### config.mk
export PLATFORM = sky130hd
export DESIGN_NAME = primary_bus_release_control
export DESIGN_NICKNAME = d
export VERILOG_FILES = /design/src/rtl/bus_release_pkg.sv /design/src/rtl/primary_bus_release_control.sv
export VERILOG_INCLUDE_DIRS = /design/src /design/src/rtl
export SDC_FILE = /design/constraint.sdc
export NUM_CORES = 1
export LEC_CHECK = 0
export BUFFER_PORTS_ARGS = -buffer_cell sky130_fd_sc_hd__clkbuf_2
export CORE_MARGIN = 1.5
export CORE_UTILIZATION = 55
export DETAILED_ROUTE_END_ITERATION = 7
export HOLD_SLACK_MARGIN = 0.1
export PLACE_DENSITY = 0.84
export SYNTH_ARGS = -nofsm -noshare
export SYNTH_HDL_FRONTEND = slang
export SYNTH_SLANG_ARGS = --single-unit
### constraint.sdc
create_clock -name clk_sys -period 13.1 [get_ports clk_sys]
set_input_delay 1.965 -clock clk_sys [delete_from_list [all_inputs] [get_ports clk_sys]]
set_output_delay 1.965 -clock clk_sys [all_outputs]
set_load 0.05 [all_outputs]
### src/rtl/bus_release_defines.svh
// constants for the primary bus release controller
// assumes inclusion by the package and the controller only
`ifndef BUS_RELEASE_DEFINES_SVH
`define BUS_RELEASE_DEFINES_SVH

// bus widths
`define BR_ADDR_W 24
`define BR_DATA_W 32

// one-hot release state codes
`define BR_ST_OWN    4'h1
`define BR_ST_PARK   4'h2
`define BR_ST_REL    4'h4
`define BR_ST_LINGER 4'h8

`endif

### src/rtl/bus_release_pkg.sv
// types for the primary bus release controller
// assumes bus_release_defines.svh is on the include path
`include "bus_release_defines.svh"

package bus_release_pkg;

  // ----------------------------------------------------------------
  // release state machine
  // ----------------------------------------------------------------
  typedef enum logic [3:0] {
    ST_OWN    = `BR_ST_OWN,
    ST_PARK   = `BR_ST_PARK,
    ST_REL    = `BR_ST_REL,
    ST_LINGER = `BR_ST_LINGER
  } rel_state_e;

  typedef logic [`BR_ADDR_W-1:0] addr_t;
  typedef logic [`BR_DATA_W-1:0] data_t;

endpackage

### src/rtl/primary_bus_release_control.sv
// primary bus access engine with release to an outside bus master
// assumes one clock clk_sys; the phase-one clock is made here at half
// that rate; the testbench resolves the data pins from data_oe
`timescale 1ns/1ps
`include "bus_release_defines.svh"

module primary_bus_release_control (
  // clock and reset
  input  wire logic                   clk_sys,
  input  wire logic                   rst,
  // release handshake with the outside master
  input  wire logic                   bus_release_req_n,
  output logic                        bus_release_grant_n,
  input  wire logic                   release_inhibit_bit,
  // phase-one clock
  output logic                        phase_one_clock,
  // core side
  input  wire logic                   core_rd_req,
  input  wire logic                   core_wr_req,
  input  wire bus_release_pkg::addr_t core_addr,
  input  wire bus_release_pkg::data_t core_wdata,
  output logic                        core_ack,
  output logic                        core_stall,
  output bus_release_pkg::data_t      core_rdata,
  output logic                        release_active,
  // primary bus pins
  output logic                        access_strobe_n_o,
  output logic                        access_strobe_oe,
  output logic                        rw_o,
  output logic                        rw_oe,
  output bus_release_pkg::addr_t      addr_o,
  output logic                        addr_oe,
  output bus_release_pkg::data_t      data_o,
  output logic                        data_oe,
  input  wire bus_release_pkg::data_t data_i
);

  // ----------------------------------------------------------------
  // phase-one clock divider
  // ----------------------------------------------------------------
  logic h1_r;
  logic h1_nxt;
  logic h1_fall;
  logic h1_rise;

  always_comb begin
    h1_nxt = ~h1_r;
  end

  always_ff @(posedge clk_sys or posedge rst) begin
    if (rst) begin
      h1_r <= 1'b0;
    end else begin
      h1_r <= h1_nxt;
    end
  end

  // enables mark the clk_sys edge on which phase one falls or rises
  assign h1_fall = h1_r;
  assign h1_rise = ~h1_r;
  assign phase_one_clock = h1_r;

  // ----------------------------------------------------------------
  // request synchroniser
  // ----------------------------------------------------------------
  // no reset so the request is still tracked while reset is held
  logic req_meta_r;
  logic req_sync_r;
  logic req_samp_r;
  logic req_samp_nxt;

  always_ff @(posedge clk_sys) begin
    req_meta_r <= ~bus_release_req_n;
    req_sync_r <= req_meta_r;
  end

  always_comb begin
    req_samp_nxt = req_samp_r;
    if (h1_fall) begin
      req_samp_nxt = req_sync_r;
    end
  end

  always_ff @(posedge clk_sys or posedge rst) begin
    if (rst) begin
      req_samp_r <= 1'b0;
    end else begin
      req_samp_r <= req_samp_nxt;
    end
  end

  // ----------------------------------------------------------------
  // grant carried across reset exit
  // ----------------------------------------------------------------
  // a grant given while reset is held must not be taken back before the
  // first phase-one fall, or both masters would drive the bus
  logic keep_r;
  logic keep_nxt;

  always_comb begin
    keep_nxt = rst & req_sync_r & ~release_inhibit_bit;
  end

  always_ff @(posedge clk_sys) begin
    keep_r <= keep_nxt;
  end

  // ----------------------------------------------------------------
  // release state and access engine
  // ----------------------------------------------------------------
  bus_release_pkg::rel_state_e st_r;
  bus_release_pkg::rel_state_e st_nxt;
  logic                        busy_r;
  logic                        busy_nxt;
  logic                        wr_r;
  logic                        wr_nxt;
  logic                        from_pend_r;
  logic                        from_pend_nxt;
  logic                        pend_r;
  logic                        pend_nxt;
  bus_release_pkg::addr_t      pend_addr_r;
  bus_release_pkg::addr_t      pend_addr_nxt;
  bus_release_pkg::data_t      pend_data_r;
  bus_release_pkg::data_t      pend_data_nxt;
  bus_release_pkg::addr_t      addr_r;
  bus_release_pkg::addr_t      addr_nxt;
  bus_release_pkg::data_t      wdata_r;
  bus_release_pkg::data_t      wdata_nxt;
  bus_release_pkg::data_t      rdata_r;
  bus_release_pkg::data_t      rdata_nxt;
  logic                        ack_r;
  logic                        ack_nxt;
  logic                        doe_r;
  logic                        doe_nxt;
  logic                        want;

  // request honoured only while inhibit is clear
  assign want = req_samp_nxt & ~release_inhibit_bit;

  always_comb begin
    st_nxt        = st_r;
    busy_nxt      = busy_r;
    wr_nxt        = wr_r;
    from_pend_nxt = from_pend_r;
    pend_nxt      = pend_r;
    pend_addr_nxt = pend_addr_r;
    pend_data_nxt = pend_data_r;
    addr_nxt      = addr_r;
    wdata_nxt     = wdata_r;
    rdata_nxt     = rdata_r;
    ack_nxt       = 1'b0;
    doe_nxt       = doe_r;
    // a write taken in any state but ST_OWN waits for the bus; one slot only
    if (st_r != bus_release_pkg::ST_OWN && core_wr_req && !pend_r &&
        !ack_r) begin
      pend_nxt      = 1'b1;
      pend_addr_nxt = core_addr;
      pend_data_nxt = core_wdata;
      ack_nxt       = 1'b1;
    end
    if (h1_fall) begin
      case (st_r)
        bus_release_pkg::ST_OWN: begin
          if (busy_r) begin
            busy_nxt = 1'b0;
            if (!wr_r) begin
              rdata_nxt = data_i;
            end
            if (from_pend_r) begin
              pend_nxt = 1'b0;
            end else begin
              ack_nxt = 1'b1;
            end
          end else if (want) begin
            st_nxt = bus_release_pkg::ST_PARK;
          end else if (pend_r) begin
            busy_nxt      = 1'b1;
            wr_nxt        = 1'b1;
            from_pend_nxt = 1'b1;
            addr_nxt      = pend_addr_r;
            wdata_nxt     = pend_data_r;
          end else if ((core_rd_req || core_wr_req) && !ack_r) begin
            busy_nxt      = 1'b1;
            wr_nxt        = core_wr_req & ~core_rd_req;
            from_pend_nxt = 1'b0;
            addr_nxt      = core_addr;
            wdata_nxt     = core_wdata;
          end
        end
        bus_release_pkg::ST_PARK: begin
          if (want) begin
            st_nxt = bus_release_pkg::ST_REL;
          end else begin
            st_nxt = bus_release_pkg::ST_OWN;
          end
        end
        bus_release_pkg::ST_REL: begin
          if (release_inhibit_bit) begin
            st_nxt = bus_release_pkg::ST_OWN;
          end else if (!req_samp_nxt) begin
            st_nxt = bus_release_pkg::ST_LINGER;
          end
        end
        bus_release_pkg::ST_LINGER: begin
          if (want) begin
            st_nxt = bus_release_pkg::ST_REL;
          end else begin
            st_nxt = bus_release_pkg::ST_OWN;
          end
        end
        default: begin
          st_nxt = bus_release_pkg::ST_OWN;
        end
      endcase
    end
    // data lines follow phase-one rising edges only
    if (h1_rise) begin
      doe_nxt = (st_r == bus_release_pkg::ST_OWN) & busy_r & wr_r;
    end
    // go straight into release when it was granted during reset
    if (keep_r) begin
      st_nxt = bus_release_pkg::ST_REL;
    end
  end

  always_ff @(posedge clk_sys or posedge rst) begin
    if (rst) begin
      st_r        <= bus_release_pkg::ST_OWN;
      busy_r      <= 1'b0;
      wr_r        <= 1'b0;
      from_pend_r <= 1'b0;
      pend_r      <= 1'b0;
      pend_addr_r <= '0;
      pend_data_r <= '0;
      addr_r      <= '0;
      wdata_r     <= '0;
      rdata_r     <= '0;
      ack_r       <= 1'b0;
      doe_r       <= 1'b0;
    end else begin
      st_r        <= st_nxt;
      busy_r      <= busy_nxt;
      wr_r        <= wr_nxt;
      from_pend_r <= from_pend_nxt;
      pend_r      <= pend_nxt;
      pend_addr_r <= pend_addr_nxt;
      pend_data_r <= pend_data_nxt;
      addr_r      <= addr_nxt;
      wdata_r     <= wdata_nxt;
      rdata_r     <= rdata_nxt;
      ack_r       <= ack_nxt;
      doe_r       <= doe_nxt;
    end
  end

  // ----------------------------------------------------------------
  // pin drive
  // ----------------------------------------------------------------
  logic away;
  logic granted;

  assign away    = (st_r == bus_release_pkg::ST_REL) |
                   (st_r == bus_release_pkg::ST_LINGER) |
                   (keep_r & ~rst);
  assign granted = away & ~release_inhibit_bit;

  // while reset is held the grant follows the synchronised request
  assign bus_release_grant_n = rst ?
    ~(req_sync_r & ~release_inhibit_bit) :
    ~granted;

  assign access_strobe_n_o = ~(busy_r & ~away);
  assign access_strobe_oe  = ~away & ~rst;
  assign rw_o              = ~wr_r | ~busy_r;
  assign rw_oe             = ~away & ~rst;
  assign addr_o            = addr_r;
  assign addr_oe           = ~away & ~rst;
  assign data_o            = wdata_r;
  assign data_oe           = doe_r;

  // ----------------------------------------------------------------
  // core side
  // ----------------------------------------------------------------
  assign core_ack       = ack_r;
  assign core_rdata     = rdata_r;
  assign release_active = away;
  assign core_stall     = (core_rd_req | core_wr_req) & ~ack_r;

endmodule

==> impl_metrics.toml <==
[setup_path]
cp_common_cell = "clkbuf_2"
crit_chain = "clkbuf_2 -> inv_6 -> a22o_1 -> or2_2 -> clkbuf_2"
cp.required_ps = 11140
worst-path-max-fanout = 81
r2r.worst_path.cells = 4
path_class = "in -> out"
reg2reg_slack_ps = 10370
critPathSlowestCell = "inv_6"
r2r-end = "data_o[17]"
r2r_start = "st_r[0]"
arrival_ps = 3320
crit_start = "rst"
end_kind = "primary output"
start_kind = "primary input"
critPathMaxStageDelay_ps = 500

[placed_design]
port_buffers = 192
hpwl_mm = 9.528
gp_congestion = 0.7783

[global_route]
grt_max_degree = 82
grt_pass1_vias = 4536
antenna_found_initial = 0
overflow = 0
grt_pass1_wl_mm = 22.59
grt_util_all_layers_pct = 22.68

[routing]
via_per_inst = 5.468
vias = 4331
ant_nets = 0
post_drt_wl_per_cell_um = 17.44
drt_iter0_markers = 143
first_pass_iters = 4
drc = 0
drt_wl_total_mm = 13.81

[final_layout]
drive_gt1_share_pct = 67.60
area_growth_pct = 23.80
n_fill_cell = 842
final_nets = 726
antenna-diode-count = 0

[hold_path]
hold_depth = 0
hold_end = "req_sync_r"
hp-start = "req_meta_r"
hp-class = "reg -> reg"

[yosys]
netlist_area_um2 = 6770
ys_top_cells_by_area = "dfrtp_1 57%, mux2_2 33%, dfxtp_1 0.89%, buf_4 0.78%, buf_2 0.59%"
async_reset_ff_share_pct = 98.11
synth.most_common_cell = "mux2_2"
syn_inst = 443
syn_avg_cell_area_um2 = 15.28
ys_ff_latch = 159
synth_seq_area_share_pct = 58.57
synth_warnings = 0
synth_edf_count = 0
yosysUniqueCellTypes = 42
ys.flop_type = "dfrtp_1"
synth.largest_area_cell = "dfrtp_1"
synth.top_cell.area_share_pct = 57.29
synth_commonest_cells = "200 x mux2_2, 155 x dfrtp_1, 9 x clkbuf_1, 8 x buf_2"
synth_fp_nets = 537

[clocking]
clk_pin_slew_ps = 60
cts_buffers = 17
cts.repair.resized = 0
clock_path_buffers = 2
cts_root_buffer = "clkbuf_16"
cts_tree = "yes"
cts.sink_count = 159
clock_latency_ps = 420
ctsHoldBuffers = 0
h-tree-depth = 4
post-cts-setup-buffers = 0

[sta]
relSlewSlack_pct = 37.18
min_period_ps = 5281
finalHoldViolCount = 0
finalCritPeriodShare_pct = 40.31
tightest_slew_ps = 942.3
skew_ps = 5.298
fmax_ghz = 0.1894
rsz0062_at_grt = "false"
setup_tns_ps = 0
slew_violations = 0
finalSetupViolCount = 0

[run_status]
outcome = "finished clean"

[floorplanning]
initial_core_util_pct = 56.36
core_area_um2 = 12010
die_h_um = 114.0
die_area_um2 = 12980
io_pins = 193
row_count = 40
fp.dieW_um = 114.0

[flow_run]
max_cap_viol_count = 0
stage by stage:
| stage | cell area (um^2) | util, % | worst slack, ps | cells | hold slack, ps |
|---|---|---|---|---|---|
| 6_report | 8382 | 69.78 | 7819 | 792 | 326.7 |
| 5_1_grt | 8382 | 69.78 | 7647 | 792 | 358.1 |
| 4_1_cts | 8382 | 69.78 | 7740 | 792 | 326.5 |
| 3_5_place_dp | 7801 | 64.95 | 7742 | 760 | 312.8 |
| 3_3_place_gp | 7801 | 64.95 | 7769 | 760 | 312.4 |
| 2_1_floorplan | 6770 | - | 4400 | 443 | 309.6 |
cell families after synthesis:
logic type,Yosys count,synth area share (%)
muxes,201,33.43
DFF,159,58.57
buffers and inverters,34,2.754
and+or+nand+nor,25,2.569
AOI/OAI and AO/OA,22,2.421
xor gates and xnor gates,2,0.2588
flip-flops by register name, summed over array words and instances (netlist names):
signal           flops
core_rdata          32
data_o              32
pend_data_r         32
addr_o              24
pend_addr_r         24
st_r                 4
busy_r               1
core_ack             1
data_oe              1
from_pend_r          1
keep_r               1
pend_r               1
phase_one_clock      1
req_meta_r           1
req_samp_r           1
req_sync_r           1
wr_r                 1
worst max-delay path by stage:
stage                        endpoint  slack [ps]  cells after the start
CTS                 access_strobe_n_o        7740                      5
global placement    access_strobe_n_o        7770                      5
detailed placement  access_strobe_n_o        7740                      5
floorplan                     addr_oe        4400                      4
global route        access_strobe_n_o        7650                      5
finish              access_strobe_n_o        7820                      5
per-layer routing:
metal | vias up | routed length, um | GRT usage (%)
met5 | - | 0 | 0
met4 | 0 | 237 | 8.417
met3 | 21 | 1052 | 7.120
met2 | 169 | 6978 | 38.80
met1 | 2162 | 5542 | 27.00
li1 | 1979 | - | -
cell type report:
type	instances	area, um^2	share of cell area (%)
clock buffer	25	495.5	5.911
clock inverter	7	85.08	1.015
inverter	7	31.28	0.3732
multi-input combinational	250	2621	31.27
sequential	159	3966	47.32
tap	147	183.9	2.194
timing repair buffer	197	998.5	11.91
placed cells by master (no fill, tap or decap), drive strengths merged, types with 3 or more instances in the layout:
cell type / Yosys / layout
a21oi: 3 / 3
inv: 7 / 7
o21ai: 3 / 3
clkbuf: 9 / 217
a31oi: 3 / 3
dfxtp: 3 / 3
clkinv: 0 / 5
nand2b: 4 / 4
dfrtp: 155 / 155
mux2: 201 / 201
buf: 18 / 5
nor2: 4 / 4
worst max-delay path, delay by kind of cell:
family | cells | cell delay (ps)
AOI/OAI and AO/OA | 1 | 310
and+or+nand+nor | 1 | 130
buffers and inverters | 3 | 900
Power is not shown: default switching activity piles up to over one toggle a cycle in this logic, so the estimate is an artifact.
